**config.mk**
```make
export PLATFORM = sky130hd
export DESIGN_NAME = qdac_device_flat
export DESIGN_NICKNAME = d
export VERILOG_FILES = /design/src/qdac_pkg.sv /design/src/qdac_link_if.sv /design/src/qdac_device.sv /design/src/flat_wrapper.sv
export SDC_FILE = /design/constraint.sdc
export NUM_CORES = 1
export LEC_CHECK = 0
export BUFFER_PORTS_ARGS = -buffer_cell sky130_fd_sc_hd__buf_2
export CORE_ASPECT_RATIO = 0.8
export CORE_UTILIZATION = 54
export DETAILED_ROUTE_END_ITERATION = 10
export PLACE_DENSITY = 0.8
export SLEW_MARGIN = 40
export SYNTH_ARGS = -nofsm -noshare
export SYNTH_HDL_FRONTEND = slang
export SYNTH_SLANG_ARGS = --single-unit
```
**constraint.sdc**
```tcl
create_clock -name clk_sys -period 2.7 [get_ports clk_sys]
set_input_delay 0.54 -clock clk_sys [delete_from_list [all_inputs] [get_ports clk_sys]]
set_output_delay 0.54 -clock clk_sys [all_outputs]
set_load 0.05 [all_outputs]
```
**src/qdac_pkg.sv**
```systemverilog
// qdac_pkg: shared constants for the quad dac serial chain port.
// assumes both ends and the bench compile this first.
package qdac_pkg;
  localparam int WORD_BITS = 12;
  localparam int DATA_BITS = 8;
  localparam int CTRL_MSB = 11;
  localparam int CTRL_LSB = 8;
  localparam logic [3:0] CMD_PASS = 4'h0;  // pass_through_command
  localparam logic [3:0] CMD_UPO_LOW = 4'h2;
  localparam logic [3:0] CMD_UPO_HIGH = 4'h6;
  localparam logic [3:0] CMD_LOAD_ALL_SR = 4'h8;
  localparam logic [3:0] CMD_SHUTDOWN = 4'hC;
  localparam logic [3:0] CMD_UPDATE = 4'h4;
  localparam logic [3:0] CMD_PHASE1 = 4'hE;
  localparam logic [3:0] CMD_PHASE0 = 4'hA;
  localparam logic [1:0] CTRL_LOAD_IN = 2'h1;
  localparam logic [1:0] CTRL_LOAD_UPD = 2'h3;
  localparam int NUM_DACS = 4;
  localparam int SCLK_DIV = 4;  // half period in clk_sys cycles
  localparam logic [7:0] DAC_RESET = 8'h00;
  typedef enum logic [1:0] {QD_IDLE, QD_LOW, QD_HIGH, QD_END} qdac_host_state_t;
endpackage : qdac_pkg

```
**src/qdac_link_if.sv**
```systemverilog
// qdac_link_if: three-wire link plus load strobe and daisy output.
// assumes one host and one device instance joined by the bench.
interface qdac_link_if;
  logic sclk;
  logic din;
  logic cs_n;
  logic load_outputs_n;
  logic dout;
  modport host (output sclk, output din, output cs_n, output load_outputs_n, input dout);
  modport dev (input sclk, input din, input cs_n, input load_outputs_n, output dout);
endinterface : qdac_link_if

```
**src/qdac_device.sv**
```systemverilog
// qdac_device: device end, shift register, command decode, dac registers.
// assumes link pins asynchronous to clk_sys, sampled at 40 MHz.
module qdac_device (
  // system
  input wire logic clk_sys,
  input wire logic srst,
  // link
  qdac_link_if.dev link,
  // user side
  output logic [qdac_pkg::NUM_DACS*8-1:0] dac_code_value,
  output logic [qdac_pkg::NUM_DACS*8-1:0] input_code,
  output logic shutdown,
  output logic upo,
  output logic dout_phase
);
  logic [1:0] sclk_s, din_s, cs_s, ld_s;
  logic sclk_d, cs_d;
  logic [11:0] shreg;
  logic dout_r;
  logic rise, fall, cs_rise;
  logic [3:0] cmd;
  logic [7:0] data;

  // two-flop synchronisers; logic reads only the second stage
  always_ff @(posedge clk_sys) begin
    sclk_s <= {sclk_s[0], link.sclk};
    din_s <= {din_s[0], link.din};
    cs_s <= {cs_s[0], link.cs_n};
    ld_s <= {ld_s[0], link.load_outputs_n};
    sclk_d <= sclk_s[1];
    cs_d <= cs_s[1];
  end

  assign rise = sclk_s[1] & ~sclk_d & ~cs_s[1];
  assign fall = ~sclk_s[1] & sclk_d & ~cs_s[1];
  assign cs_rise = cs_s[1] & ~cs_d;
  assign cmd = shreg[qdac_pkg::CTRL_MSB:qdac_pkg::CTRL_LSB];
  assign data = shreg[qdac_pkg::DATA_BITS-1:0];
  assign link.dout = dout_r;  // always driven

  // shift in on rising edge, msb first
  always_ff @(posedge clk_sys) begin
    if (srst) begin
      shreg <= 12'h000;
    end else if (rise) begin
      shreg <= {shreg[10:0], din_s[1]};
    end
  end

  // mode 0 updates on falling edge (11.5 lag), mode 1 on rising (12)
  always_ff @(posedge clk_sys) begin
    if (srst) begin
      dout_r <= 1'b0;
    end else if (dout_phase ? rise : fall) begin
      dout_r <= shreg[11];  // holds while deselected
    end
  end

  // phase latch, default mode 0 after reset
  always_ff @(posedge clk_sys) begin
    if (srst) begin
      dout_phase <= 1'b0;
    end else if (cs_rise && cmd == qdac_pkg::CMD_PHASE1) begin
      dout_phase <= 1'b1;
    end else if (cs_rise && cmd == qdac_pkg::CMD_PHASE0) begin
      dout_phase <= 1'b0;
    end
  end

  // commit on chip select rise pass command touches nothing
  always_ff @(posedge clk_sys) begin
    if (srst) begin
      input_code <= '0;
      dac_code_value <= '0;
      shutdown <= 1'b0;
      upo <= 1'b0;
    end else begin
      if (cs_rise) begin
        case (cmd)
          qdac_pkg::CMD_PASS: begin
          end
          qdac_pkg::CMD_UPO_LOW: upo <= 1'b0;
          qdac_pkg::CMD_UPO_HIGH: upo <= 1'b1;
          qdac_pkg::CMD_SHUTDOWN: shutdown <= 1'b1;
          qdac_pkg::CMD_LOAD_ALL_SR: begin
            dac_code_value <= {qdac_pkg::NUM_DACS{data}};  // straight binary
            shutdown <= 1'b0;
          end
          qdac_pkg::CMD_UPDATE: begin
            dac_code_value <= input_code;
            shutdown <= 1'b0;
          end
          qdac_pkg::CMD_PHASE0, qdac_pkg::CMD_PHASE1: dac_code_value <= input_code;
          default: begin
            if (cmd[1:0] == qdac_pkg::CTRL_LOAD_IN || cmd[1:0] == qdac_pkg::CTRL_LOAD_UPD) begin
              input_code[cmd[3:2]*8 +: 8] <= data;
              if (cmd[1:0] == qdac_pkg::CTRL_LOAD_UPD || !ld_s[1]) begin
                dac_code_value <= input_code;
                dac_code_value[cmd[3:2]*8 +: 8] <= data;
              end
            end
          end
        endcase
      end else if (!ld_s[1]) begin
        dac_code_value <= input_code;  // load strobe updates all sharers
      end
    end
  end
endmodule : qdac_device

```
**src/flat_wrapper.sv**
```systemverilog
// flat-port wrapper written by rule: the top's interface ports become plain ports
module qdac_device_flat 
  (clk_sys, srst, dac_code_value, input_code, shutdown, upo, dout_phase, link_sclk, link_din, link_cs_n, link_load_outputs_n, link_dout);
  qdac_link_if link_i ();
  input wire logic clk_sys;
  input wire logic srst;
  output logic [qdac_pkg::NUM_DACS*8-1:0] dac_code_value;
  output logic [qdac_pkg::NUM_DACS*8-1:0] input_code;
  output logic shutdown;
  output logic upo;
  output logic dout_phase;
  input wire logic [$bits(link_i.sclk)-1:0] link_sclk;
  input wire logic [$bits(link_i.din)-1:0] link_din;
  input wire logic [$bits(link_i.cs_n)-1:0] link_cs_n;
  input wire logic [$bits(link_i.load_outputs_n)-1:0] link_load_outputs_n;
  output wire logic [$bits(link_i.dout)-1:0] link_dout;
  assign link_i.sclk = link_sclk;
  assign link_i.din = link_din;
  assign link_i.cs_n = link_cs_n;
  assign link_i.load_outputs_n = link_load_outputs_n;
  assign link_dout = link_i.dout;
  qdac_device u_core (.clk_sys(clk_sys), .srst(srst), .link(link_i), .dac_code_value(dac_code_value), .input_code(input_code), .shutdown(shutdown), .upo(upo), .dout_phase(dout_phase));
endmodule
```
==> results of run 1 <==
==> critical path: stages, from the launching register on <==
cell      delay, ps
dfxtp_1         500
inv_2           130
ha_1            310
o21ai_0         240
a21oi_2         130
a21oi_1         570
a32oi_1         190
a211oi_1        290
==> synth_stat cells, drive strengths merged <==
| cell type | instances | share of area (%) |
|---|---|---|
| ha | 7 | 2.4 |
| a211oi | 32 | 7.6 |
| nor2 | 58 | 5.9 |
| inv | 2 | 0.20 |
| or4b | 1 | 0.37 |
| nand2 | 3 | 0.31 |
| nand3 | 7 | 0.95 |
| nand2b | 4 | 0.75 |
| a21oi | 43 | 6.3 |
| nand3b | 1 | 0.20 |
| nor3b | 3 | 0.75 |
| and2 | 1 | 0.17 |
| nor3 | 2 | 0.27 |
| and2b | 1 | 0.20 |
| nor2b | 2 | 0.34 |
| mux2i | 11 | 3.0 |
| nor4 | 1 | 0.17 |
| buf | 14 | 2.0 |
| a22oi | 34 | 6.9 |
| o32a | 1 | 0.27 |
| or3b | 2 | 0.48 |
| o211ai | 1 | 0.20 |
| dfxtp | 90 | 49 |
| o21ba | 1 | 0.27 |
| a32oi | 32 | 7.6 |
| o21ai | 6 | 0.92 |
| o21bai | 1 | 0.20 |
| o21a | 1 | 0.20 |
| clkbuf | 21 | 2.1 |
==> cells in the final DEF (no fill, tap or decap), types with 2 or more instances in the layout <==
cell type,synthesis,routed
nand2b_1,3,3
nor3b_1,2,2
dfxtp_1,90,90
o21ai_2,1,2
a32oi_1,32,32
inv_6,0,2
nor3_1,2,2
a211oi_1,24,24
or3b_2,2,2
nor2_1,58,58
ha_1,7,7
buf_2,13,73
a21oi_1,41,41
nand2_1,3,3
a22oi_1,34,34
clkinvlp_4,0,2
o21ai_1,4,3
a211oi_2,8,8
mux2i_1,11,11
nand3_1,7,7
buf_4,1,7
clkbuf_8,0,9
==> per-stage QoR <==
step | setup slack [ps] | cells
6_report | 245 | 529
5_1_grt | 29.6 | 529
4_1_cts | 299 | 529
3_5_place_dp | 343 | 513
3_3_place_gp | 435 | 513
2_1_floorplan | 624 | 383
==> power groups by stage <==
stage                     clock network (mW)  registers (mW)  logic, mW
after floorplan                            0            1.52      0.107
after global placement                     0            1.42      0.265
after detailed placement                   0            1.42      0.270
after CTS                              0.929            1.39      0.270
after global routing                   0.977            1.39      0.286
final                                  0.912            1.39      0.269
==> logic make-up after synthesis <==
family | Yosys count | share of synthesized area [%]
adder cells (fa/ha/maj) | 7 | 2.38
buffers and inverters | 37 | 4.32
AO/OA/AOI/OAI | 152 | 30.5
flip-flops | 90 | 48.9
AND/OR/NAND/NOR | 86 | 10.9
multiplexers | 11 | 2.99
==> registers in the layout, indices dropped and copies added, names as in the netlist <==
| signal | flops |
|---|---|
| u_core.shreg | 12 |
| u_core.ld_s | 2 |
| u_core.sclk_s | 2 |
| u_core.sclk_d | 1 |
| u_core.shutdown | 1 |
| u_core.link.dout | 1 |
| u_core.upo | 1 |
| u_core.cs_d | 1 |
| u_core.cs_s | 2 |
| u_core.dac_code_value | 32 |
| u_core.dout_phase | 1 |
| u_core.input_code | 32 |
| u_core.din_s | 2 |
==> worst min path at each step <==
stage	from	slack [ps]	cells after the start	to
finish	link_load_outputs_n	280	1	u_core.ld_s[0]
global route	link_sclk	260	1	u_core.sclk_s[0]
CTS	link_cs_n	270	1	u_core.cs_s[0]
detailed placement	u_core.cs_s[0]	310	0	u_core.cs_s[1]
global placement	u_core.ld_s[0]	310	0	u_core.ld_s[1]
floorplan	u_core.cs_s[0]	310	0	u_core.cs_s[1]
==> layer usage <==
layer,vias to the layer above,global-route usage (%)
met1,1618,36.1
met2,133,43.8
li1,1557,-
met4,0,9.06
met5,-,0
met3,14,5.59
==> cell type report <==
class                   count  area share [%]
clock buffers               9            2.89
clock inverters             7            1.78
inverters                   2           0.175
multi-input cells         256            40.4
flip-flops and latches     90            42.1
well taps                  84            2.46
repair buffers             81            10.2
==> results.txt, run 1 <==
status -> complete, no violations
YS warnings -> 0
Comb pwr share -> 10.5%
Avg Inst Size Synth -> 9.61 um^2
post-synthesis cell area -> 3680 um^2
skew final -> 10.7 ps
hold buffer count at cts -> 0
CTS Buffer Depth -> 2
CTS tree -> done
GR Util All Layers -> 26.9%
r2r setup slk -> 240 ps
nets -> 453
ant diodes -> 0
Slew headroom -> 48.1%
flop and latch count out of synthesis -> 90
height of the die -> 75.8 um
Worst Reg-to-Reg Cells -> 7
fin util -> 66.1%
CP Class -> reg -> reg
worst hold-check path type -> in -> reg
largest net degree at the start of global routing -> 45
post-synthesis sequential area ratio -> 48.9%
Die W -> 94.3 um
clock root buffer -> clkbuf_8
Worst EP required -> 2970 ps
fin crit share -> 90.9%
Core Region -> 6470 um^2
critical path arrival -> 2720 ps
Setup crit start -> u_core.shreg[10]
Initial Utilization -> 56.9%
met3 WL -> 827 um
maxcap violations -> 0
Sw Ratio -> 27.3%
post-DR wirelength/cell -> 18.1 um
Worst-path clk slew -> 90 ps
antenna violations before repair -> 0
crit start category -> flip-flop
Fin Hold WS -> 276 ps
Via density -> 6.28
Pins Over Slew Limit -> 0
I/O pin total -> 74
Final ANT Viol Nets -> 0
htree depth -> 3
Clk Latency, worst-skew pair -> 360 ps
vias in the first global route -> 2913
port bufs -> 73
Detailed Route WL -> 9560 um
layout cell share with drive strength beyond 1 -> 26.3%
final-report hold violation count -> 0
storage element area -> 1800 um^2
drt drc -> 0
gpl congestion -> 0.839
hpwl dp -> 6210 um
count of cell types in the netlist -> 38
Finished Cell Area -> 4280 um^2
sequential share of power -> 54.0%
initial DRC count -> 350
drt pass-1 iters -> 4
setup TNS -> 0 ps
Mapped Nets -> 396
first-pass GRT wire length -> 14500 um
total number of vias -> 3322
Total Power -> 2.57 mW
PwrDens -> 600 nW/um^2
clock power share -> 35.5%
VDD IR max -> 0.356 mV
Area Overhead vs Synth -> 16.2%
Top Layer Used -> met4
R2R Path End -> u_core.dac_code_value[10]
PostCTS Resize Cnt -> 0
Setup Fix Bufs, Post-CTS -> 0
crit path to -> u_core.dac_code_value[10]
CTS sink count -> 90
maximum clock rate -> 407 MHz
total grt overflow -> 0
Max Fanout on Critical Path -> 8
Cells after Synth -> 383
internal power -> 1.87 mW
fill count -> 558
WL met1 -> 4080 um
met2 wire length -> 4540 um
RSZ-0062 raised after global routing -> false
TritonCTS buffer count -> 9
P_leak -> 1.63 nW
actual slew at the worst max-slew pin -> 775 ps
final setup vio count -> 0
FP Rows -> 26
Final min period -> 2460 ps
RR Startpoint -> u_core.shreg[10]
Critical Path End Type -> flip-flop
Multi-input gate area -> 1730 um^2
die area -> 7150 um^2
Placement Cell Area -> 4080 um^2
sw power -> 0.702 mW
Power figures use the tool's default switching activity.
==> inputs of run 2 (changes only) <==
CELL_PAD_IN_SITES_DETAIL_PLACEMENT = 1   (was unset)
CELL_PAD_IN_SITES_GLOBAL_PLACEMENT = 1   (was unset)
CORE_UTILIZATION = 41   (was 54)
PLACE_DENSITY = 0.79   (was 0.8)
==> run 2 against run 1 <==
  * Critical path depth unchanged
  * Highest routed layer unchanged
  * Total power up 4.0%
  * Largest cell class unchanged
  * Clock power is 11% higher
  * Wire length is 14% higher
  * Design area grew 1.5%
  * Non-clock buffer count up 1
  * First-iteration DRC count fell by 44%
  * Critical endpoint is now u_core.dac_code_value[0]
  * Setup slack lost 63 ps
==> results.txt, run 2 (synthesis gave the netlist of run 1 again) <==
status -> complete, no violations
top flop regs -> u_core.dac_code_value: 32 flops, u_core.input_code: 32 flops, u_core.shreg: 12 flops
fill count -> 995 (+78%)
Total Power -> 2.67 mW (+4.0%)
Setup WS pre-CTS -> 296 ps (-46.9 ps)
Worst EP required -> 2990 ps (+20 ps)
storage element area -> 1800 um^2 (unchanged)
Comb pwr share -> 10.2% (-0.3 points)
layout cell share with drive strength beyond 1 -> 26.5% (+0.17 points)
setup TNS -> 0 ps (unchanged)
maximum clock rate -> 397 MHz (-2.5%)
clock root buffer -> clkbuf_8
CTS Buffer Depth -> 2 (unchanged)
Via density -> 6.00 (-4.4%)
PwrDens -> 615 nW/um^2 (+2.4%)
nets -> 454 (+0.22%)
Initial Utilization -> 42.8% (-14 points)
Clk Latency, worst-skew pair -> 380 ps (+20 ps)
Final min period -> 2520 ps (+63.0 ps)
port bufs -> 73 (unchanged)
total grt overflow -> 0 (unchanged)
commonest non-fill, non-tap cell in the layout -> dfxtp_1
final-report hold violation count -> 0 (unchanged)
Die W -> 108 um (+14%)
die area -> 9360 um^2 (+31%)
Slew headroom -> 48.4% (+0.24 points)
CTS sink count -> 90 (unchanged)
final std cells w/o fill -> 558 (+5.5%)
commonest non-fill, non-tap cells in the layout -> 90 x dfxtp_1, 73 x buf_2, 58 x nor2_1
GR Util All Layers -> 25.0% (-2.0 points)
Final ANT Viol Nets -> 0 (unchanged)
initial DRC count -> 195 (-44%)
P_leak -> 1.65 nW (+1.1%)
Critical Path End Type -> flip-flop
gpl congestion -> 0.798 (-4.9%)
Multi-input gate area -> 1730 um^2 (+0.22%)
FP Rows -> 30 (+15%)
Core Region -> 8600 um^2 (+33%)
Worst-path clk slew -> 90 ps (about the same)
vias in the first global route -> 3253 (+12%)
critical path arrival -> 2800 ps (+80 ps)
sequential share of power -> 52.0% (-2.0 points)
antenna violations before repair -> 0 (unchanged)
drt drc -> 0 (unchanged)
clock power share -> 37.9% (+2.4 points)
Area Overhead vs Synth -> 18.0%
sw power -> 0.695 mW (-0.93%)
worst hold-check path type -> in -> reg
hpwl dp -> 7140 um (+15%)
maxcap violations -> 0 (unchanged)
first-pass GRT wire length -> 17600 um (+21%)
TritonCTS buffer count -> 9 (unchanged)
post-DR wirelength/cell -> 19.5 um (+7.9%)
drt pass-1 iters -> 5 (+1)
VDD IR max -> 0.353 mV (-0.91%)
htree depth -> 3 (unchanged)
Sw Ratio -> 26.0% (-1.3 points)
largest net degree at the start of global routing -> 35 (-22%)
CP Class -> reg -> reg
RSZ-0062 raised after global routing -> false
I/O pin total -> 74 (unchanged)
dpl cells -> 542 (+5.7%)
fin crit share -> 93.3% (+2.3 points)
total number of vias -> 3349 (+0.81%)
hold buffer count at cts -> 0 (unchanged)
internal power -> 1.98 mW (+5.9%)
crit start category -> flip-flop
skew final -> 11.1 ps (+0.415 ps)
actual slew at the worst max-slew pin -> 775 ps (-0.160 ps)
final setup vio count -> 0 (unchanged)
post-route worst setup slack -> 182 ps (-63.0 ps)
CTS tree -> done
Detailed Route WL -> 10900 um (+14%)
height of the die -> 86.8 um (+14%)
fin util -> 50.5% (-16 points)
Max Fanout on Critical Path -> 8 (unchanged)
ant diodes -> 0 (unchanged)
Pins Over Slew Limit -> 0 (unchanged)
[run 2: changes by cell type in the layout (fill, tap and decap cells not counted), sizes merged]
| cell | previous run | this run |
|---|---|---|
| buf | 81 | 82 |
| bufinv | 1 | 2 |
| clkbuf | 9 | 11 |
| clkinvlp | 2 | 1 |
| inv | 4 | 2 |
[run 2: timing repair]
action / in CTS / in global routing
buffers inserted: 0 / 0
setup endpoints to repair: 0 / 2
resized for setup: 0 / 1
[run 2: path summary, 6_finish.rpt]
kind         slack (ps)              from                        to  depth (start not counted)
max                 180  u_core.shreg[10]  u_core.dac_code_value[0]                          7
min                 270          link_din           u_core.din_s[0]                          1
max reg2reg         180  u_core.shreg[10]  u_core.dac_code_value[0]                          7
min reg2reg         330  u_core.sclk_s[0]          u_core.sclk_s[1]                          0
[run 2: power groups by stage]
stage                     combinational (mW)  clock, mW  sequential [mW]
after floorplan                        0.107          0             1.52
after global placement                 0.268          0             1.42
after detailed placement               0.272          0             1.42
after CTS                              0.272       1.05             1.39
after global routing                   0.289       1.10             1.39
final                                  0.271       1.01             1.39
[run 2: stage by stage]
stage               area (um^2)  hold slack, ps
floorplan                  3680             310
global placement           4120             311
detailed placement         4120             317
CTS                        4340             244
global route               4340             238
finish                     4340             266
[run 2: final cells by class]
cell class | count | area share [%]
repair buffers | 82 | 10.3
multi-input cells | 256 | 39.8
clock inverters | 5 | 1.79
flip-flops and latches | 90 | 41.5
clock buffers | 11 | 3.25
well taps | 112 | 3.23
inverters | 2 | 0.173
[run 2: critical path, stage by stage (launching register included)]
cell	delay (ps)
dfxtp_1	500
inv_2	130
ha_1	300
o21ai_0	220
a21oi_2	130
a21oi_1	640
a32oi_1	220
a211oi_1	280
[run 2: layer usage]
metal | track usage [%] | part of all wire [%] | vias up
met2 | 39.6 | 46 | 114
met4 | 7.47 | 1.1 | 0
met3 | 6.02 | 6.3 | 13
met5 | 0 | 0 | -
met1 | 33.7 | 46 | 1653
li1 | - | - | 1569
==> inputs of run 3 (changes only) <==
ABC_AREA = 1   (was unset)
CORE_UTILIZATION = 39   (was 41)
PLACE_DENSITY = 0.81   (was 0.79)
==> run 3 against run 2 <==
  * Count of clock-buffer cells in the layout grew 2
  * Critical path type unchanged
  * Sequential share of layout area shrank 8.1 points
  * Sequential power is essentially flat
  * First-iteration DRC count grew 69%
==> results.txt, run 3 <==
VDD IR max -> 0.366 mV (+3.6%)
setup TNS -> 0 ps (unchanged)
Detailed Route WL -> 15100 um (+39%)
Cells after Synth -> 764 (+99%)
top flop regs -> u_core.dac_code_value: 32 flops, u_core.input_code: 32 flops, u_core.shreg: 12 flops
initial DRC count -> 329 (+69%)
r2r setup slk -> 290 ps (+110 ps)
Post-synth EDFFs -> 0 (unchanged)
Avg Inst Size Synth -> 6.08 um^2 (-37%)
Placement Cell Area -> 5080 um^2 (+23%)
maximum clock rate -> 416 MHz (+4.7%)
Worst EP required -> 2980 ps (about the same)
Pins Over Slew Limit -> 0 (unchanged)
met1 usage -> 33.5% (-0.23 points)
total grt overflow -> 0 (unchanged)
first-pass GRT wire length -> 24700 um (+41%)
actual slew at the worst max-slew pin -> 829 ps (+54.3 ps)
fill count -> 1598 (+61%)
PostCTS Resize Cnt -> 0 (unchanged)
Critical Path End Type -> flip-flop
commonest non-fill, non-tap cells in the layout -> 339 x nand2_1, 99 x nor2_1, 90 x dfxtp_1
clock root buffer -> clkbuf_16
commonest non-fill, non-tap cell in the layout -> nand2_1
status -> complete, no violations
maxcap violations -> 0 (unchanged)
nets -> 835 (+84%)
Setup Fix Bufs, Post-CTS -> 0 (unchanged)
post-synthesis cell area -> 4640 um^2 (+26%)
worst hold-check path type -> in -> reg
post-synthesis sequential area ratio -> 38.8% (-10 points)
layout cell share with drive strength beyond 1 -> 12.9% (-14 points)
ant diodes -> 0 (unchanged)
die area -> 12400 um^2 (+32%)
CTS tree -> done
drt pass-1 iters -> 4 (-1)
final-report hold violation count -> 0 (unchanged)
Hold Crit Endpoint -> u_core.ld_s[0]
Finished Cell Area -> 5400 um^2 (+24%)
Post-synth top cells -> 339 x nand2_1, 99 x nor2_1, 90 x dfxtp_1
FFs w/ async S/R, synth -> 0% (unchanged)
TritonCTS buffer count -> 9 (unchanged)
PwrDens -> 601 nW/um^2 (-2.3%)
post-DR wirelength/cell -> 15.5 um (-21%)
area leader, netlist -> dfxtp_1
Final min period -> 2410 ps (-112 ps)
port bufs -> 73 (unchanged)
critical path arrival -> 2690 ps (-110 ps)
flop and latch count out of synthesis -> 90 (unchanged)
FP Rows -> 35 (+17%)
RSZ-0062 raised after global routing -> false
Mapped Nets -> 777 (+96%)
Via density -> 5.06 (-16%)
Max Fanout on Critical Path -> 10 (+2)
R2R Path End -> u_core.dac_code_value[13]
CTS Buffer Depth -> 2 (unchanged)
Worst Reg-to-Reg Cells -> 14 (+7)
CP Class -> reg -> reg
Area Overhead vs Synth -> 16.4%
Final ANT Viol Nets -> 0 (unchanged)
final setup vio count -> 0 (unchanged)
GRT busiest layer -> met2
P_leak -> 2.81 nW (+70%)
cell depth of the worst min-delay path -> 1 (unchanged)
met3 GRT Util -> 5.05% (-0.97 points)
Total Power -> 3.25 mW (+22%)
count of cell types in the netlist -> 22 (-42%)
skew final -> 6.00 ps (-5.07 ps)
largest net degree at the start of global routing -> 65 (+86%)
I/O pin total -> 74 (unchanged)
fin crit share -> 89.1% (-4.1 points)
hold buffer count at cts -> 0 (unchanged)
ys flop type -> dfxtp_1
drt drc -> 0 (unchanged)
Die W -> 124 um (+15%)
total number of vias -> 4933 (+47%)
Core Region -> 11600 um^2 (+34%)
gpl congestion -> 0.881 (+10%)
RR Startpoint -> u_core.shreg[10]
top-area cell type share of the netlist area -> 38.8% (-10 points)
dpl cells -> 959 (+77%)
final std cells w/o fill -> 975 (+75%)
most common cell in the netlist -> nand2_1
crit start category -> flip-flop
Initial Utilization -> 40.2% (-2.7 points)
vias in the first global route -> 4947 (+52%)
Slew headroom -> 44.6% (-3.7 points)
height of the die -> 99.6 um (+15%)
htree depth -> 3 (unchanged)
Clk Latency, worst-skew pair -> 340 ps (-40 ps)
antenna violations before repair -> 0 (unchanged)
dominant cells by area after synthesis -> dfxtp_1 39%, nand2_1 27%, nor2_1 8.0%, a21oi_1 5.1%, inv_1 4.6%
met2 Track Usage GR -> 43.8% (+4.2 points)
YS warnings -> 0 (unchanged)
GR Util All Layers -> 26.0% (+1.0 points)
Worst-path clk slew -> 70 ps (-20 ps)
hpwl dp -> 10500 um (+48%)
CTS sink count -> 90 (unchanged)
HP Start -> link_load_outputs_n
run 3: cell types whose count changed after synthesis, sizes merged, moves of 32 or more:
cell and delta:
a22oi -34, a32oi -32, inv +57, nand2 +337
nand3 +33, nor2 +45
run 3: kinds of logic after synthesis:
kind of cell / count (synthesis) / synth area share [%]
buf+inv: 101 / 9.56
compound gates: 82 / 8.92
flops: 90 / 38.8
fa+ha+maj: 7 / 1.89
simple gates: 484 / 40.8
run 3: per-stage QoR:
step,worst slack [ps],utilization [%],hold slack (ps)
finish,294,46.7,295
global route,45.5,46.7,283
CTS,283,46.7,285
detailed placement,319,43.9,316
global placement,384,43.9,314
floorplan,617,-,310
run 3: where the power goes:
part	leakage, nW	internal, mW	switching, mW
registers	0.736	1.38	0.0349
logic	1.92	0.108	0.360
clock network	0.154	0.819	0.543
run 3: how the worst max path moves through the flow:
stage	from	to	cells past startpoint
finish	u_core.shreg[10]	u_core.dac_code_value[13]	14
global route	u_core.shreg[10]	u_core.dac_code_value[13]	14
CTS	u_core.shreg[10]	u_core.dac_code_value[13]	14
detailed placement	u_core.shreg[10]	u_core.dac_code_value[11]	14
global placement	u_core.shreg[10]	u_core.dac_code_value[16]	13
floorplan	u_core.shreg[10]	u_core.dac_code_value[11]	14
run 3: cell type report:
| cell class | instances | area, um^2 | area share (%) |
|---|---|---|---|
| inverter | 64 | 240 | 4.45 |
| clock buffer | 13 | 280 | 5.19 |
| sequential | 90 | 1800 | 33.3 |
| multi-input combinational | 573 | 2400 | 44.5 |
| timing repair buffer | 84 | 448 | 8.29 |
| tap | 148 | 185 | 3.43 |
| clock inverter | 3 | 45.0 | 0.834 |
run 3: metal layers:
metal / wire (um) / vias up
li1: - / 2451
met1: 6810 / 2360
met2: 7210 / 104
met3: 830 / 18
met4: 218 / 0
met5: 0 / -
run 3: worst max-delay path: stages, from the launching register on:
cell and delay (ps):
dfxtp_1 330, clkinv_1 130, buf_4 200, ha_1 270, clkinv_1 190, nand2_1 90, nor2_1 450, nand2_1 120
nand2_1 140, nand2_1 70, nand2_1 90, nand2_1 60, nand2_1 70, nor2_1 30, nor2_1 110
